===== src/hdl/adcsc_pkg.sv =====
/*
 * constants shared by the conversion sequence control block:
 * register offsets, field positions, reset values and cycle counts.
 * assumes an 8-bit register port and a 250 MHz clock.
 */
`default_nettype none
package adcsc_pkg;
	// ******************************
	// register offsets
	// ******************************
	localparam logic [7:0] ADDR_CTL2   = 8'h02;
	localparam logic [7:0] ADDR_CFLAG  = 8'h08;
	localparam logic [7:0] ADDR_CMPEN  = 8'h09;
	localparam logic [7:0] ADDR_TSRC   = 8'h0A;
	localparam logic [7:0] ADDR_ISTAT  = 8'h0B;
	localparam logic [7:0] ADDR_IMASK  = 8'h0C;
	localparam logic [7:0] ADDR_STATE  = 8'h0D;
	localparam logic [7:0] ADDR_START  = 8'h0E;
	localparam logic [4:0] RES_BASE_HI = 5'h02;
	// ******************************
	// field positions
	// ******************************
	localparam int BIT_FAST_CLEAR  = 6;
	localparam int BIT_STOP_ICLOCK = 5;
	localparam int BIT_LEVEL_EDGE  = 4;
	localparam int BIT_POLARITY    = 3;
	localparam int BIT_TRIG_ENABLE = 2;
	localparam int BIT_SRC_ANALOG  = 3;
	localparam int BIT_IST_SEQ     = 0;
	localparam int BIT_IST_CMP     = 1;
	localparam logic [7:0] CTL2_MASK = 8'h7C;
	// ******************************
	// reset values
	// ******************************
	localparam logic [7:0] RST_CTL2  = 8'h00;
	localparam logic [7:0] RST_CFLAG = 8'h00;
	localparam logic [7:0] RST_CMPEN = 8'h00;
	localparam logic [3:0] RST_TSRC  = 4'h0;
	localparam logic [1:0] RST_IST   = 2'h0;
	localparam logic [1:0] RST_IMASK = 2'h0;
	// ******************************
	// timing
	// ******************************
	localparam int CLK_MHZ         = 250;
	localparam int ICLOCK_NS       = 32;
	localparam int ICLOCK_DIV      = (ICLOCK_NS * CLK_MHZ) / 1000;
	localparam logic [2:0] CONV_TICKS = 3'h4;
	localparam logic [2:0] SEQ_LAST   = 3'h7;
	// ******************************
	// sequencer states
	// ******************************
	typedef enum logic [1:0] {S_IDLE, S_CONV, S_SUSP} adcsc_state_e;
endpackage
`default_nettype wire


===== src/hdl/adcsc_top.sv =====
/*
 * conversion sequence control: control register two, completion flags,
 * stop-mode clock switch, external trigger qualification and interrupt.
 * assumes a plain register port with read data one cycle after the strobe,
 * and that the result registers sit elsewhere, decoded here only for access.
 */
`timescale 1ns/1ps
`default_nettype none
// Operation
// - any control write aborts running sequence
// - no fast clear: write one clears flag
// - fast clear, compare off: result read clears
// - fast clear, compare on: result write clears
// - stop with clock bit: internal clock, continue
// - prescaler never affects internal clock rate
// - interrupts still signal during stop conversions
// - external trigger ignored on stop-mode clock
// - transition-spanning conversion: no result, flag, compare
// - trigger enable bit arms selected trigger source
// - analog trigger source enables its input buffer while the trigger enable bit is set
// - bit four selects level or edge
// - bit three selects trigger polarity
module adcsc_top
	import adcsc_pkg::*;
(
	input  wire logic       mclk,
	input  wire logic       resetn,
	input  wire logic [7:0] addr,
	input  wire logic [7:0] wdata,
	input  wire logic       wr,
	input  wire logic       rd,
	output var  logic [7:0] rdata,
	input  wire logic       stop_mode,
	input  wire logic [4:0] prescaler_select,
	input  wire logic [3:0] dedicated_trigger_inputs,
	input  wire logic [7:0] ain_digital,
	input  wire logic       compare_hit,
	output var  logic [7:0] conversion_complete_flag,
	output var  logic       result_write,
	output var  logic [2:0] result_channel,
	output var  logic       compare_strobe,
	output var  logic [7:0] digital_input_enable,
	output var  logic       conversion_active,
	output var  logic       irq
);
	// ******************************
	// decode
	// ******************************
	function automatic logic is_result(input logic [7:0] a);
		is_result = (a[7:3] == RES_BASE_HI);
	endfunction

	logic [7:0]   ctl_ff;
	logic [7:0]   cflag_ff;
	logic [7:0]   cmpen_ff;
	logic [3:0]   tsrc_ff;
	logic [1:0]   ist_ff;
	logic [1:0]   imask_ff;
	adcsc_state_e state_ff;
	adcsc_state_e nxt_state;
	logic [2:0]   cnt_ff;
	logic [2:0]   nxt_cnt;
	logic [2:0]   chan_ff;
	logic [2:0]   nxt_chan;
	logic         span_ff;
	logic         nxt_span;
	logic         stop_q_ff;
	logic         act_q_ff;
	logic [5:0]   prs_cnt_ff;
	logic [7:0]   icnt_ff;

	wire ctl_wr   = wr && (addr == ADDR_CTL2);
	wire flag_wr  = wr && (addr == ADDR_CFLAG);
	wire start_wr = wr && (addr == ADDR_START) && wdata[0];
	wire res_rd   = rd && is_result(addr);
	wire res_wr   = wr && is_result(addr);
	wire fast_clr = ctl_ff[BIT_FAST_CLEAR];

	// ******************************
	// conversion clock select
	// ******************************
	wire [5:0] prs_lim  = {prescaler_select, 1'b1};
	wire       bus_tick = (prs_cnt_ff == prs_lim);
	wire       int_tick = (icnt_ff == 8'(ICLOCK_DIV - 1));
	wire       use_int  = stop_mode && ctl_ff[BIT_STOP_ICLOCK];
	wire       freeze   = stop_mode && !ctl_ff[BIT_STOP_ICLOCK];
	wire       tick     = use_int ? int_tick : (!stop_mode && bus_tick);
	wire       stop_chg = (stop_mode != stop_q_ff);

	always_ff @(posedge mclk or negedge resetn) begin
		if (!resetn) begin
			prs_cnt_ff <= 6'h00;
			icnt_ff    <= 8'h00;
		end else begin
			prs_cnt_ff <= bus_tick ? 6'h00 : prs_cnt_ff + 6'h01;
			icnt_ff    <= int_tick ? 8'h00 : icnt_ff + 8'h01;
		end
	end

	// ******************************
	// external trigger
	// ******************************
	wire trig_src = tsrc_ff[BIT_SRC_ANALOG] ? ain_digital[tsrc_ff[2:0]]
		: dedicated_trigger_inputs[tsrc_ff[1:0]];
	wire trig_act = ctl_ff[BIT_POLARITY] ? trig_src : !trig_src;
	wire trig_hit = ctl_ff[BIT_LEVEL_EDGE] ? trig_act : (trig_act && !act_q_ff);
	wire trig_arm = ctl_ff[BIT_TRIG_ENABLE] && !use_int;
	wire trig_go  = trig_arm && trig_hit && !freeze;
	wire [7:0] dib_sel = (ctl_ff[BIT_TRIG_ENABLE] && tsrc_ff[BIT_SRC_ANALOG])
		? (8'h01 << tsrc_ff[2:0]) : 8'h00;

	// ******************************
	// sequencer
	// ******************************
	wire conv_end = (state_ff == S_CONV) && !ctl_wr && !freeze && tick && (cnt_ff == CONV_TICKS - 3'h1);
	wire conv_ok  = conv_end && !span_ff && !stop_chg;
	wire seq_end  = conv_end && (chan_ff == SEQ_LAST);
	wire cmp_do   = conv_ok && cmpen_ff[chan_ff];
	wire cmp_ev   = cmp_do && compare_hit;

	always_comb begin
		nxt_state = state_ff;
		nxt_cnt   = cnt_ff;
		nxt_chan  = chan_ff;
		nxt_span  = span_ff;
		case (state_ff)
			S_IDLE: begin
				if ((start_wr || trig_go) && !ctl_wr && !freeze) begin
					nxt_state = S_CONV;
					nxt_cnt   = 3'h0;
					nxt_chan  = 3'h0;
					nxt_span  = 1'b0;
				end
			end
			S_CONV: begin
				if (ctl_wr) begin
					nxt_state = S_IDLE;
				end else if (freeze) begin
					nxt_state = S_SUSP;
				end else begin
					if (stop_chg) begin
						nxt_span = 1'b1;
					end
					if (tick) begin
						if (conv_end) begin
							nxt_cnt  = 3'h0;
							nxt_span = 1'b0;
							nxt_chan = chan_ff + 3'h1;
							if (seq_end) begin
								nxt_state = S_IDLE;
							end
						end else begin
							nxt_cnt = cnt_ff + 3'h1;
						end
					end
				end
			end
			S_SUSP: begin
				if (ctl_wr) begin
					nxt_state = S_IDLE;
				end else if (!stop_mode) begin
					nxt_state = S_CONV;
					nxt_cnt   = 3'h0;
					nxt_chan  = 3'h0;
					nxt_span  = 1'b0;
				end
			end
			default: begin
				nxt_state = S_IDLE;
			end
		endcase
	end

	always_ff @(posedge mclk or negedge resetn) begin
		if (!resetn) begin
			state_ff  <= S_IDLE;
			cnt_ff    <= 3'h0;
			chan_ff   <= 3'h0;
			span_ff   <= 1'b0;
			stop_q_ff <= 1'b0;
			act_q_ff  <= 1'b1;
		end else begin
			state_ff  <= nxt_state;
			cnt_ff    <= nxt_cnt;
			chan_ff   <= nxt_chan;
			span_ff   <= nxt_span;
			stop_q_ff <= stop_mode;
			act_q_ff  <= trig_act;
		end
	end

	// ******************************
	// completion flags
	// ******************************
	wire  [7:0] nxt_cflag;
	genvar gi;
	generate
		for (gi = 0; gi < 8; gi++) begin : g_flag
			wire set_f = conv_ok && (chan_ff == 3'(gi));
			wire hit_n = (addr[2:0] == 3'(gi));
			wire w1c   = !fast_clr && flag_wr && wdata[gi];
			wire rdclr = fast_clr && res_rd && hit_n && !cmpen_ff[gi];
			wire wrclr = fast_clr && res_wr && hit_n && cmpen_ff[gi];
			assign nxt_cflag[gi] = set_f || (cflag_ff[gi] && !(w1c || rdclr || wrclr));
		end
	endgenerate

	// ******************************
	// interrupt status
	// ******************************
	wire [1:0] ist_set  = {cmp_ev, seq_end};
	wire [1:0] ist_clr  = (wr && addr == ADDR_ISTAT) ? wdata[1:0] : 2'h0;
	wire [1:0] nxt_ist  = ist_set | (ist_ff & ~ist_clr);
	wire [1:0] nxt_mask = (wr && addr == ADDR_IMASK) ? wdata[1:0] : imask_ff;

	// ******************************
	// registers
	// ******************************
	always_ff @(posedge mclk or negedge resetn) begin
		if (!resetn) begin
			ctl_ff   <= RST_CTL2;
			cmpen_ff <= RST_CMPEN;
			tsrc_ff  <= RST_TSRC;
		end else begin
			if (ctl_wr) begin
				ctl_ff <= wdata & CTL2_MASK;
			end
			if (wr && addr == ADDR_CMPEN) begin
				cmpen_ff <= wdata;
			end
			if (wr && addr == ADDR_TSRC) begin
				tsrc_ff <= wdata[3:0];
			end
		end
	end

	always_ff @(posedge mclk or negedge resetn) begin
		if (!resetn) begin
			cflag_ff <= RST_CFLAG;
			ist_ff   <= RST_IST;
			imask_ff <= RST_IMASK;
		end else begin
			cflag_ff <= nxt_cflag;
			ist_ff   <= nxt_ist;
			imask_ff <= nxt_mask;
		end
	end

	// ******************************
	// read mux
	// ******************************
	logic [7:0] rmux;
	always_comb begin
		case (addr)
			ADDR_CTL2:  rmux = ctl_ff;
			ADDR_CFLAG: rmux = cflag_ff;
			ADDR_CMPEN: rmux = cmpen_ff;
			ADDR_TSRC:  rmux = {4'h0, tsrc_ff};
			ADDR_ISTAT: rmux = {6'h00, ist_ff};
			ADDR_IMASK: rmux = {6'h00, imask_ff};
			ADDR_STATE: rmux = {5'h00, use_int, state_ff == S_SUSP, state_ff != S_IDLE};
			default:    rmux = 8'h00;
		endcase
	end

	// ******************************
	// outputs
	// ******************************
	always_ff @(posedge mclk or negedge resetn) begin
		if (!resetn) begin
			rdata                    <= 8'h00;
			conversion_complete_flag <= 8'h00;
			result_write             <= 1'b0;
			result_channel           <= 3'h0;
			compare_strobe           <= 1'b0;
			digital_input_enable     <= 8'h00;
			conversion_active        <= 1'b0;
			irq                      <= 1'b0;
		end else begin
			rdata                    <= rd ? rmux : 8'h00;
			conversion_complete_flag <= nxt_cflag;
			result_write             <= conv_ok;
			result_channel           <= chan_ff;
			compare_strobe           <= cmp_do;
			digital_input_enable     <= dib_sel;
			conversion_active        <= (nxt_state == S_CONV);
			irq                      <= |(nxt_ist & nxt_mask);
		end
	end
endmodule // adcsc_top
`default_nettype wire


===== config.mk =====
export PLATFORM = sky130hd
export DESIGN_NAME = adcsc_top
export DESIGN_NICKNAME = d
export VERILOG_FILES = /design/src/hdl/adcsc_pkg.sv /design/src/hdl/adcsc_top.sv
export SDC_FILE = /design/constraint.sdc
export NUM_CORES = 1
export LEC_CHECK = 0
export ABC_CLOCK_PERIOD_IN_PS = 2890
export CORE_ASPECT_RATIO = 0.5
export CORE_MARGIN = 5
export CORE_UTILIZATION = 51
export CTS_CLUSTER_DIAMETER = 60
export CTS_CLUSTER_SIZE = 25
export DETAILED_ROUTE_END_ITERATION = 8
export DONT_BUFFER_PORTS = 1
export PLACE_DENSITY_LB_ADDON = 0.2
export SETUP_SLACK_MARGIN = 0.1
export SLEW_MARGIN = 40
export SYNTH_ARGS = -nofsm -noshare
export SYNTH_HDL_FRONTEND = slang
export SYNTH_SLANG_ARGS = --single-unit
export TNS_END_PERCENT = 50

===== constraint.sdc =====
create_clock -name mclk -period 2.89 [get_ports mclk]
set_input_delay 0.289 -clock mclk [delete_from_list [all_inputs] [get_ports mclk]]
set_output_delay 0.289 -clock mclk [all_outputs]
set_load 0.01 [all_outputs]

======== Word-level counts from Yosys, hierarchy flattened ========
Cells that the tools add are included.
word-level totals
  register bits after elaboration ......... 77
  latch bits .............................. 0
  bits in writable memories ............... 0
  bits in read-only memories .............. 0
  output and inout port bits .............. 31
  logic and storage cells ................. 266
  memories kept ........................... 0
operators by class
  $add $sub $neg .......................... 4
  $mul .................................... 0
  div/mod/pow operators ................... 0
  $lt $le $gt $ge ......................... 3
  equal/unequal tests ..................... 37
  shift operators ......................... 1
  mux-type cells .......................... 48
  bitwise gates (word level) .............. 4
  reduce and logical (&&, ||, !) cells .... 148
operator list
  kind                                                                          count
  1-bit logical AND                                                             88
  8-bit by 4-bit == test with 1-bit output, second input constant               7
  8-bit case mux with 7 select lines                                            1
  3-bit 2-to-1 mux                                                              11
  1-bit logical NOT                                                             26
  1-bit logical OR                                                              25
  3-bit == test, second input constant                                          8
  8-bit 2-to-1 mux                                                              3
  2-bit 2-to-1 mux                                                              10
  3-bit case mux with 3 select lines                                            2
  3-bit by 2-bit == test with 1-bit output, second input constant               5
  1-bit 2-to-1 mux                                                              15
  2-bit != test, second input constant                                          7
  8-bit by 1-bit adder with 8-bit output, second input constant                 1
  8-bit by 2-bit == test with 1-bit output, second input constant               1
  8-bit by 3-bit == test with 1-bit output, second input constant               1
  3-bit by 4-bit less-than comparator with 1-bit output, second input constant  2
  8-bit AND reduction                                                           1
  1-bit by 3-bit left shift with 8-bit output, first input constant             1
  7-bit AND reduction                                                           1
  3-bit by 1-bit adder with 3-bit output, second input constant                 2
  6-bit by 1-bit adder with 6-bit output, second input constant                 1
  1-bit binary-select mux with 3-bit select                                     2
  3-bit by 1-bit == test with 1-bit output, second input constant               2
  other kinds (19)                                                              22

======== Depth between registers and ports, before layout ========
Gate-level depths: netlist (run 1).
  word-level depth ........................ 15
  gate-level depth with buffers ........... 7
  gate-level depth less buffers ........... 7

======== Least setup slack after synthesis (run 1) ========
No wires, ideal clock.
  path type ............................... register -> register
  start ................................... register icnt_ff[3]
  end ..................................... register chan_ff[1]
  arrival time ............................ 2.054 ns
  path slack .............................. 0.749 ns
  stages on the path, launching flop included .. 7
  buffers on the path ..................... 0
  clock period less this slack ............ 2.141 ns
  path through ............................ dfrtp_1 -> or4_1 -> nor4_1 -> a41o_2 -> a31oi_1 -> or3b_2 -> o211ai_1
between the ends
  cells in the longest elaborated chain, start to end .. 6
  elaborated cells on any way between the ends .. 7
  those cells by class .................... eq/ne (3); mux (1); reduce/logical (3)
ends and longest elaborated chain
  what                                        line              source
  start, declared                             adcsc_top.sv:70   logic [7:0] icnt_ff;
  start signal, assigned                      adcsc_top.sv:96   icnt_ff <= int_tick ? 8'h00 : icnt_ff + 8'h01;
  8-bit by 3-bit == test with 1-bit output *  adcsc_top.sv:84   wire int_tick = (icnt_ff == 8'(ICLOCK_DIV - 1));
  1-bit 2-to-1 mux *                          adcsc_top.sv:87   wire tick = use_int ? int_tick : (!stop_mode && bus_tick);
  1-bit logical AND (2 in a row)              adcsc_top.sv:115  wire conv_end = (state_ff == S_CONV) && !ctl_wr && !freeze && tick && (cnt_ff == CONV_TICKS - 3'h1);
  2-bit != test (no source line)              --
  8-bit AND reduction (no source line) *      --
  end signal, assigned                        adcsc_top.sv:185  chan_ff <= nxt_chan;
  end, declared                               adcsc_top.sv:63   logic [2:0] chan_ff;
Every way passes the cells marked *; elsewhere a longest branch is shown, timed or not.
A chain may end at the register's enable or synchronous reset.

======== Final worst setup path (run 1) ========
  start ................................... register tsrc_ff[1]
  end ..................................... register chan_ff[0]
between the ends
  cells in the longest elaborated chain, start to end .. 14
  elaborated cells on any way between the ends .. 16
  those cells by class .................... eq/ne (1); mux (7); reduce/logical (8)
ends and longest elaborated chain
  what                                                                                                           line                                source
  start, declared                                                                                                adcsc_top.sv:56                     logic [3:0] tsrc_ff;
  start signal, assigned                                                                                         adcsc_top.sv:232                    tsrc_ff <= wdata[3:0];
  1-bit binary-select mux with 3-bit select / 1-bit binary-select mux with 2-bit select (equally long branches)  adcsc_top.sv:103, adcsc_top.sv:104
  1-bit 2-to-1 mux, on equally long branches                                                                     adcsc_top.sv:103, adcsc_top.sv:104
  1-bit 2-to-1 mux *                                                                                             adcsc_top.sv:103                    wire trig_src = tsrc_ff[BIT_SRC_ANALOG] ? ain_digital[tsrc_ff[2:0]]
  1-bit logical NOT                                                                                              adcsc_top.sv:105                    wire trig_act = ctl_ff[BIT_POLARITY] ? trig_src : !trig_src;
  1-bit 2-to-1 mux *                                                                                             adcsc_top.sv:105
  1-bit logical AND                                                                                              adcsc_top.sv:106                    wire trig_hit = ctl_ff[BIT_LEVEL_EDGE] ? trig_act : (trig_act && !act_q_ff);
  1-bit 2-to-1 mux *                                                                                             adcsc_top.sv:106
  1-bit logical AND * (2 in a row)                                                                               adcsc_top.sv:108                    wire trig_go = trig_arm && trig_hit && !freeze;
  1-bit logical OR *                                                                                             adcsc_top.sv:128                    if ((start_wr || trig_go) && !ctl_wr && !freeze) begin
  1-bit logical AND * (2 in a row)                                                                               adcsc_top.sv:128
  2-bit != test (no source line) *                                                                               --
  8-bit AND reduction (no source line) *                                                                         --
Every way passes the cells marked *; elsewhere a longest branch is shown, timed or not. The select of a mux whose other input is x is not followed.

==> results of run 1 <==
stage by stage:
step / utilization, % / cell area, sq um / hold WS (ns) / worst slack (ns)
4_1_cts: 59.44 / 4434 / 0.03894 / 0.5454
3_5_place_dp: 55.07 / 4108 / -0.004459 / 0.5582
6_report: 59.44 / 4434 / 0.05508 / 0.5047
2_1_floorplan: - / 3973 / -0.006591 / 0.7493
5_1_grt: 59.44 / 4434 / 0.06508 / 0.3767
3_3_place_gp: 55.00 / 4103 / -0.004113 / 0.6448
power breakdown:
group / internal, mW / switching (mW)
sequential: 1.21 / 0.171
clock: 0.623 / 0.429
combinational: 0.255 / 0.309
flip-flops by register name, indices dropped and copies added, names as in the netlist:
name,flops
cmpen_ff,8
conversion_complete_flag,8
digital_input_enable,8
icnt_ff,8
rdata,8
prs_cnt_ff,6
ctl_ff,5
tsrc_ff,4
chan_ff,3
cnt_ff,3
result_channel,3
imask_ff,2
ist_ff,2
state_ff,2
act_q_ff,1
compare_strobe,1
conversion_active,1
irq,1
result_write,1
span_ff,1
stop_q_ff,1
cell usage after synthesis (2+ instances only):
cell / number
a222oi_1: 3
clkbuf_1: 9
and3_1: 4
a22o_1: 5
o31ai_1: 3
nand3_1: 11
nand2b_1: 5
xnor2_1: 10
or3_1: 5
xor2_1: 7
dfrtp_1: 76
ha_1: 9
nand4b_1: 2
a21oi_1: 11
nor2b_1: 12
and2_1: 4
and4b_1: 2
o211ai_1: 4
nor3b_1: 2
mux2i_1: 11
nor4b_1: 2
a22oi_1: 4
nor4_1: 4
inv_1: 11
o311ai_0: 3
a21o_1: 4
a32oi_1: 4
nor2_1: 22
a211o_1: 3
nand4_1: 2
nand2_1: 37
mux4_2: 5
o21ai_0: 4
nor3_1: 12
mux2_2: 22
per-layer routing:
layer  global-route usage, %  wire length (microns)  vias to the layer above
met5                       0                      0                        -
met1                   27.58                   4275                     1486
met3                   9.903                   1082                       19
met2                   34.31                   4710                      127
li1                        -                      -                     1345
met4                   6.546                    127                        0
worst paths after layout:
kind | from | slack, ns | endpoint | cells after the start
max in group asynchronous | resetn | 2.08 | act_q_ff$_DFF_PN1_ | 2
min in group asynchronous | resetn | 0.50 | digital_input_enable[5]$_DFF_PN0_ | 2
hold / removal | stop_mode | 0.06 | state_ff[1]$_DFF_PN0_ | 2
setup / recovery | tsrc_ff[1]$_DFFE_PN0P_ | 0.50 | chan_ff[0]$_DFFE_PN0P_ | 5
hold reg to reg | icnt_ff[7]$_DFF_PN0_ | 0.46 | icnt_ff[7]$_DFF_PN0_ | 1
setup reg to reg | tsrc_ff[1]$_DFFE_PN0P_ | 0.50 | chan_ff[0]$_DFFE_PN0P_ | 5
cell type report:
| class | instances | area [sq um] |
|---|---|---|
| Inverter | 11 | 41.29 |
| Fill cell | 617 | 3025 |
| Multi-Input combinational cell | 262 | 1966 |
| Clock inverter | 4 | 22.52 |
| Clock buffer | 12 | 256.5 |
| Timing Repair Buffer | 8 | 85.08 |
| Sequential cell | 77 | 1928 |
| Tap cell | 108 | 135.1 |
worst max-delay path, delay by kind of cell (launching register included):
family / cells / cell delay [ns]
compound gates: 3 / 1.19
simple gates: 1 / 0.10
mux: 1 / 0.41
flops: 1 / 0.54
kinds of logic (layout without fill, tap and decap cells):
kind of cell	after synthesis	count (layout)	share of synthesized area, %
buf+inv	22	35	2.110
flops	77	77	48.54
mux	39	39	12.22
fa+ha+maj	9	9	2.835
compound gates	61	61	11.62
xor+xnor	17	17	3.748
simple gates	136	136	18.93
==> run_results.csv, run 1 <==
group,metric,value,unit
global_routing,grt_pass1_wl,16350,microns
sta,drv_slew,0,
floorplan,dieArea,9761,sq um
clock_network,cts.repair.resized,0,
logic_synthesis,yosys_warnings,0,
drt,detail-route-antenna-nets,0,
sta,tns,0,ns
sta,max_slew_margin,48.41,%
setup_path,critPathMaxStageDelay,0.58,ns
drt,dr_total_vias,2977,
cells_and_area,n_antenna_cell,0,
clock_network,cts-htree-levels,3,
cells_and_area,drive_above_1_share,16.04,%
cells_and_area,area_growth_syn_to_layout,11.62,%
global_routing,gr-total-overflow,0,
setup_path,worstSetupStartpointType,"flip-flop",
logic_synthesis,synth.area.top_cells,"dfrtp_1 (48%), mux2_2 (6.2%), nand2_1 (3.5%), ha_1 (2.8%), mux4_2 (2.8%)",
placement,dp_hpwl,7628,microns
clock_network,numCtsBuffers,9,
logic_synthesis,syn_nets,409,
logic_synthesis,synth_top_area_share,47.87,%
logic_synthesis,avgSynthCellArea,11.00,sq um
sta,rsz0062_at_grt,"false",
clock_network,path_clk_slew,0.06,ns
logic_synthesis,synth_ff_type,"dfrtp_1",
drt,wl_per_cell,21.15,microns
clock_network,cts.sinks,77,
worst_hold_path,hold_path_class,"in -> reg",
logic_synthesis,synth-edff-count,0,
logic_synthesis,syn_area,3973,sq um
global_routing,grt_pass1_vias,3040,
global_routing,grt_max_degree,78,
drt,avgViaCountPerCell,6.176,
logic_synthesis,yosys_register_bits,77,
global_routing,grt_use_total,21.90,%
logic_synthesis,synthArstFlopShare,100.0,%
sta,worstMarginPinSlew,0.7718,ns
cells_and_area,final_cell_mix,"dfrtp_1 (76), nand2_1 (37), nor2_1 (22), mux2_2 (22)",
cells_and_area,final_common_cell,"dfrtp_1",
clock_network,post_cts_buffers,0,
drt,route.detailed.drc,0,
clock_network,tritoncts,"built",
power_and_ir_drop,leakage,1.961,nW
flow_run,drv_cap,0,
logic_synthesis,synth_cells,361,
floorplan,row_count,22,
floorplan,core_area,7460,sq um
placement,dp.cells,463,
setup_path,worst_ep_arrival_time,2.58,ns
setup_path,worstPathMaxFanout,11,
placement,gp_congestion,0.9185,
floorplan,die_height,72.41,microns
setup_path,criticalPathCategory,"reg -> reg",
sta,finClkSkew,0.005563,ns
sta,fin_crit,2.385,ns
clock_network,clk_path_buf_depth,2,
cells_and_area,nNetsFinal,417,
floorplan,io_pins,70,
sta,setup_viol,0,
setup_path,worstPathRequired,3.08,ns
drt,first_iter_violations,296,
sta,max_freq,419.2,MHz
clock_network,holdBufCountCts,3,
sta,hold_viol_final,0,
drt,dr.pass1.iters,5,
logic_synthesis,yosysSeqAreaShare,48.54,%
power_and_ir_drop,powerDensity,675.1,nW/um^2
logic_synthesis,synth_top_area_cell,"dfrtp_1",
drt,routed_wl,10200,microns
sta,fin_crit_sh,82.54,%
floorplan,initial_core_util,53.25,%
setup_path,slowest_stage,"o2bb2ai_1",
clock_network,worstSkewPairLatency,0.34,ns
outcome,status,"finished, final reports clean",
logic_synthesis,synth.distinct_cells,62,
setup_path,path_cells,"mux4_2 -> o41ai_1 -> nand2_1 -> o2bb2ai_1 -> o211ai_1",
cells_and_area,fin_cells,482,
floorplan,fp.dieW,134.8,microns
power_and_ir_drop,peakVddDrop,0.3983,mV
setup_path,crit_path_end_kind,"flip-flop",
global_routing,grt_antenna_before_repair,0,
power_and_ir_drop,total_power,2.993,mW
placement,io_buffers,0,
clock_network,cts.root.buffer_cell,"clkbuf_16",
Power figures use the tool's default switching activity.
==> run 2: changes to the inputs <==
Settings changed: ABC_AREA set to 1, ABC_CLOCK_PERIOD_IN_PS 2890 to 2300.
Clock period 2.89 ns to 2.3 ns, I/O delays scaled along.
==> run 2 against run 1 <==
Net effect: critical path depth rose by 9; sequential power rose by 18%; sequential cell count did not move; final area is 2.9% higher; clock power grew 21%; critical path type unchanged; register-to-register slack worse by 0.20 ns; synthesized cell count up 38%.
==> run_results.csv, run 2 <==
group,metric,value,unit
sta,drv_slew,0,
floorplan,io_pins,70,
clock_network,worstSkewPairLatency,0.33,ns
setup_path,slowest_stage,"dfrtp_1",
logic_synthesis,syn_nets,545,
global_routing,grt_max_degree,78,
logic_synthesis,yosysSeqAreaShare,47.14,%
logic_synthesis,yosys_warnings,0,
cells_and_area,stdcell_area,4564,sq um
global_routing,grt_antenna_before_repair,0,
setup_path,critPathMaxStageDelay,0.48,ns
floorplan,die_height,73.33,microns
logic_synthesis,synth_ff_type,"dfrtp_1",
placement,io_buffers,0,
global_routing,grt_pass1_wl,16390,microns
cells_and_area,final_cell_mix,"nand2_1 (118), dfrtp_1 (75), inv_1 (66)",
logic_synthesis,syn_area,4090,sq um
power_and_ir_drop,powerDensity,795.9,nW/um^2
clock_network,cts.root.buffer_cell,"clkbuf_16",
drt,dr.pass1.iters,5,
setup_path,criticalPathCategory,"reg -> reg",
clock_network,cts.sinks,77,
worst_hold_path,whs_path_depth,2,
worst_hold_path,min_from,"wdata[2]",
logic_synthesis,yosysMostFrequentCell,"nand2_1",
global_routing,grt_use_total,21.64,%
cells_and_area,drive_above_1_share,10.83,%
logic_synthesis,yosys_register_bits,77,
outcome,status,"finished, final reports clean",
logic_synthesis,synthArstFlopShare,100.0,%
setup_path,path_cells,"inv_2 -> nand2_1 -> nor2_1 -> a21oi_1 -> nand2_1 -> nand2_1 -> nand3_1 -> nand3_1 -> nand2_1 -> nand2_1 -> nand2_2 -> nand3_1 -> nand2_1 -> nand2_1",
global_routing,grt_pass1_vias,3243,
sta,setup_viol,0,
drt,route.detailed.drc,0,
setup_path,r2r-end,"cnt_ff[1]$_DFFE_PN0P_",
placement,place_ws,0.2936,ns
sta,hold_viol_final,0,
logic_synthesis,synth_cells,497,
cells_and_area,area_growth_syn_to_layout,11.59,%
clock_network,path_clk_slew,0.06,ns
clock_network,tritoncts,"built",
floorplan,core_area,7914,sq um
setup_path,rr_startpoint,"tsrc_ff[0]$_DFFE_PN0P_",
sta,max_freq,501.1,MHz
drt,wl_per_cell,16.18,microns
setup_path,reg2reg_setup_slack,0.30,ns
flow_run,drv_cap,0,
sta,rsz0062_at_grt,"false",
clock_network,post_cts_buffers,0,
sta,final.setup.worst_slack,0.3043,ns
logic_synthesis,synth.distinct_cells,42,
floorplan,row_count,23,
placement,dpl_cell_area,4252,sq um
floorplan,dieArea,10020,sq um
floorplan,initial_core_util,51.68,%
setup_path,worstSetupStartpointType,"flip-flop",
placement,dp_hpwl,7637,microns
sta,worstMarginPinSlew,0.5272,ns
setup_path,cp_num_buf_inv,1,
setup_path,cpLargestDelayFamily,"simple AND/OR/NAND/NOR gates",
worst_hold_path,hold_end,"ctl_ff[2]$_DFFE_PN0P_",
logic_synthesis,avgSynthCellArea,8.230,sq um
logic_synthesis,synth_top_area_cell,"dfrtp_1",
sta,tns,0,ns
logic_synthesis,synth.area.top_cells,"dfrtp_1 (46%), nand2_1 (11%), inv_1 (6.1%), o21ai_0 (4.4%), nor2_1 (4.4%)",
cells_and_area,nNetsFinal,560,
drt,avgViaCountPerCell,5.339,
power_and_ir_drop,total_power,3.633,mW
floorplan,fp.dieW,136.7,microns
setup_path,worstPathMaxFanout,9,
drt,dr_total_vias,3358,
setup_path,cp_common_cell,"nand2_1",
logic_synthesis,synth-edff-count,0,
drt,routed_wl,10180,microns
sta,fin_crit,1.996,ns
setup_path,r2r_cells,14,
sta,finClkSkew,0.008121,ns
drt,detail-route-antenna-nets,0,
setup_path,crit_path_end_kind,"flip-flop",
cells_and_area,final_common_cell,"nand2_1",
clock_network,numCtsBuffers,9,
worst_hold_path,hold_path_class,"in -> reg",
clock_network,clk_path_buf_depth,2,
sta,max_slew_margin,64.77,%
placement,gp_congestion,0.8866,
setup_path,worstPathRequired,2.52,ns
sta,fin_crit_sh,86.77,%
sta,hold_slack,0.02062,ns
cells_and_area,fill_cells,720,
power_and_ir_drop,leakage,2.314,nW
logic_synthesis,synth_top_area_share,46.50,%
clock_network,cts-htree-levels,3,
setup_path,worst_ep_arrival_time,2.22,ns
global_routing,gr-total-overflow,0,
logic_synthesis,synth_common_cells,"nand2_1 (118), dfrtp_1 (76), inv_1 (66), nor2_1 (48), o21ai_0 (36)",
drt,first_iter_violations,237,
cells_and_area,n_antenna_cell,0,
power_and_ir_drop,peakVddDrop,0.3982,mV
-- run 2: worst max path at each step --
stage | start | end | slack (ns) | depth (start not counted)
3_3_place_gp | tsrc_ff[0]$_DFFE_PN0P_ | cnt_ff[1]$_DFFE_PN0P_ | 0.32 | 14
2_1_floorplan | icnt_ff[0]$_DFF_PN0_ | chan_ff[0]$_DFFE_PN0P_ | 0.55 | 9
3_5_place_dp | tsrc_ff[1]$_DFFE_PN0P_ | cnt_ff[1]$_DFFE_PN0P_ | 0.29 | 13
5_1_grt | tsrc_ff[0]$_DFFE_PN0P_ | chan_ff[0]$_DFFE_PN0P_ | 0.10 | 14
4_1_cts | tsrc_ff[0]$_DFFE_PN0P_ | cnt_ff[1]$_DFFE_PN0P_ | 0.29 | 14
6_report | tsrc_ff[0]$_DFFE_PN0P_ | cnt_ff[1]$_DFFE_PN0P_ | 0.30 | 14
-- run 2: logic make-up (layout without fill, tap and decap cells) --
group | count (synthesis) | count (layout) | share of synthesized area, %
AO/OA/AOI/OAI | 84 | 84 | 12.85
buffers and inverters | 79 | 99 | 7.280
flip-flops | 77 | 77 | 47.14
AND/OR/NAND/NOR | 242 | 242 | 28.69
adder cells (fa/ha/maj) | 9 | 9 | 2.753
XOR/XNOR | 6 | 6 | 1.285
-- run 2: stage by stage --
stage	utilization (%)	std cells
floorplan	-	497
global placement	53.72	610
detailed placement	53.72	610
CTS	57.66	629
global route	57.68	629
finish	57.68	629
-- run 2: power breakdown --
| group | switching (mW) | leakage (nW) | internal (mW) |
|---|---|---|---|
| clock | 0.509 | 0.131 | 0.757 |
| combinational | 0.472 | 1.16 | 0.269 |
| sequential | 0.138 | 1.02 | 1.49 |
| total | 1.12 | 2.31 | 2.51 |
-- run 2: area by class of cell --
type,count,area [sq um],area share [%]
sequential,77,1929,42.27
multi-input combinational,341,1864,40.84
inverter,75,281.5,6.168
clock buffer,14,254.0,5.565
tap,112,140.1,3.070
timing repair buffer,8,85.08,1.864
clock inverter,2,10.01,0.2193
-- run 2: routing by layer --
| metal | wire (microns) | share of wire, % | GRT usage [%] | vias up |
|---|---|---|---|---|
| met3 | 685 | 6.7 | 6.361 | 12 |
| met1 | 4630 | 45 | 28.73 | 1590 |
| met2 | 4736 | 47 | 35.44 | 96 |
| li1 | - | - | - | 1660 |
| met5 | 0 | 0 | 0 | - |
| met4 | 125 | 1.2 | 5.140 | 0 |
-- run 2: repair_timing --
item	CTS	global route
hold endpoints to repair	78	0
hold buffers	3	0
setup endpoints to repair	0	6
gates resized for setup	0	1
==> run 3: changes to the inputs <==
Settings changed: BUFFER_PORTS_ARGS set to -buffer_cell sky130_fd_sc_hd__buf_2, DONT_BUFFER_PORTS 1 to not set.
==> run 3 against run 2 <==
Net effect: register-to-register slack got worse by 0.04 ns; maximum frequency decreased by 1.9%; setup slack got worse by 0.038 ns; utilization increased by 4.9 points; combinational power is 10% higher; final area grew 8.5%; global-route usage is essentially flat; sequential power is essentially flat; critical endpoint is now conversion_active$_DFF_PN0_; highest routed layer unchanged.
==> run_results.csv, run 3 (synthesis gave the netlist of run 2 again) <==
group,metric,value,unit
sta,hold_slack,0.1111,ns
clock_network,tritoncts,"built",
power_and_ir_drop,peakVddDrop,0.5574,mV
global_routing,gr-total-overflow,0,
placement,dp_hpwl,7635,microns
setup_path,cp_num_buf_inv,0,
clock_network,path_clk_slew,0.06,ns
power_and_ir_drop,leakage,2.656,nW
setup_path,cpLargestDelayFamily,"simple AND/OR/NAND/NOR gates",
cells_and_area,final_common_cell,"nand2_1",
setup_path,crit_path_end_kind,"flip-flop",
setup_path,critPathMaxStageDelay,0.37,ns
sta,worstMarginPinSlew,0.6999,ns
drt,wl_per_cell,14.55,microns
sta,drv_slew,0,
setup_path,worstPathRequired,2.49,ns
global_routing,top_usage_layer,"met2",
floorplan,io_pins,70,
drt,routed_wl,10130,microns
sta,rsz0062_at_grt,"false",
worst_hold_path,min_from,"wdata[6]",
global_routing,grt_use_total,21.62,%
drt,avgViaCountPerCell,5.144,
clock_network,numCtsBuffers,9,
power_and_ir_drop,powerDensity,800.0,nW/um^2
clock_network,cts-htree-levels,3,
setup_path,worst_ep_arrival_time,2.23,ns
global_routing,grt_antenna_before_repair,0,
global_routing,grt_pass1_wl,16350,microns
sta,max_slew_margin,53.34,%
placement,io_buffers,69,
clock_network,clk_path_buf_depth,2,
setup_path,path_cells,"ha_1 -> nand3_1 -> or2_2 -> o22ai_2 -> nand3_1 -> nand3_1 -> o311ai_1",
setup_path,cp_common_cell,"nand3_1",
global_routing,grt_pass1_vias,3211,
outcome,status,"finished, final reports clean",
floorplan,die_height,73.33,microns
setup_path,slowest_stage,"dfrtp_1",
clock_network,cts.sinks,77,
floorplan,row_count,23,
drt,dr.pass1.iters,5,
drt,first_iter_violations,271,
clock_network,worstSkewPairLatency,0.34,ns
clock_network,cts.root.buffer_cell,"clkbuf_16",
setup_path,worstSetupStartpointType,"flip-flop",
drt,route.detailed.drc,0,
cells_and_area,final_cell_mix,"nand2_1 (118), dfrtp_1 (74), buf_2 (68)",
placement,gp_congestion,0.9120,
sta,setup_viol,0,
drt,detail-route-antenna-nets,0,
sta,tns,0,ns
sta,finClkSkew,0.009844,ns
setup_path,worstPathMaxFanout,4,
cells_and_area,stdcell_area,4952,sq um
setup_path,cp-startpoint,"icnt_ff[0]$_DFF_PN0_",
flow_run,drv_cap,0,
floorplan,core_area,7914,sq um
global_routing,grt_max_degree,78,
worst_hold_path,hold_path_class,"in -> reg",
drt,dr_total_vias,3580,
setup_path,criticalPathCategory,"reg -> reg",
sta,max_freq,491.8,MHz
placement,dpl_cell_area,4588,sq um
sta,hold_viol_final,0,
cells_and_area,area_growth_syn_to_layout,21.08,%
sta,fin_crit,2.034,ns
global_routing,grtUsageMet1,29.45,%
global_routing,grt_use_met2,34.02,%
sta,fin_crit_sh,88.41,%
floorplan,dieArea,10020,sq um
setup_path,rr_startpoint,"icnt_ff[0]$_DFF_PN0_",
cells_and_area,n_antenna_cell,0,
cells_and_area,nNetsFinal,627,
floorplan,initial_core_util,51.68,%
floorplan,fp.dieW,136.7,microns
cells_and_area,drive_above_1_share,22.09,%
global_routing,grt.met3_usage,5.609,%
power_and_ir_drop,total_power,3.962,mW
==> run 3: cell count changes in the layout (fill, tap and decap cells not counted), sizes merged <==
cell / previous run / this run
bufinv: 0 / 2
buf: 6 / 74
clkbuf: 14 / 12
dlygate4sd3: 2 / 1
==> run 3: area by class of cell <==
class | count | area (sq um)
Clock buffer | 12 | 256.5
Clock inverter | 4 | 70.07
Multi-Input combinational cell | 341 | 1874
Inverter | 75 | 281.5
Tap cell | 112 | 140.1
Fill cell | 706 | 2962
Sequential cell | 77 | 1931
Timing Repair Buffer | 75 | 399.1
==> run 3: repair_timing <==
item,4_1_cts,5_1_grt
hold buffers,1,0
resized for setup,0,4
setup buffers,0,2
endpoints found under the setup margin,0,6
hold endpoints to repair,76,0
==> run 3: worst min-delay path, delay by kind of cell <==
kind	cells	cell delay, ns
compound gates	1	0.06
buf+inv	1	0.09
simple gates	1	0.04
==> run 3: metrics by stage <==
stage / std cells / worst slack [ns] / utilization (%)
after floorplan: 497 / 0.5465 / -
after global placement: 677 / 0.3497 / 57.93
after detailed placement: 677 / 0.3046 / 57.98
after CTS: 694 / 0.2785 / 62.23
after global routing: 696 / 0.09352 / 62.58
final: 696 / 0.2665 / 62.58
==> run 3: worst paths after layout <==
kind / slack (ns) / end / cells after the start
min reg2reg: 0.46 / icnt_ff[0]$_DFF_PN0_ / 1
max in group asynchronous: 1.30 / tsrc_ff[0]$_DFFE_PN0P_ / 2
max reg2reg: 0.27 / conversion_active$_DFF_PN0_ / 7
min: 0.11 / ctl_ff[6]$_DFFE_PN0P_ / 3
max: 0.27 / conversion_active$_DFF_PN0_ / 7
min in group asynchronous: 0.48 / icnt_ff[4]$_DFF_PN0_ / 2
==> run 3: routing by layer <==
metal  up-vias  part of all wire (%)
met5         -                     0
li1       1791                     -
met1      1654                    46
met3        21                   6.3
met4         0                   1.5
met2       114                    46
==> run 3: where the power goes <==
part,internal [mW],total (mW),switching [mW]
registers,1.49,1.61,0.126
clock network,1.01,1.53,0.525
logic,0.301,0.819,0.518
total,2.79,3.96,1.17
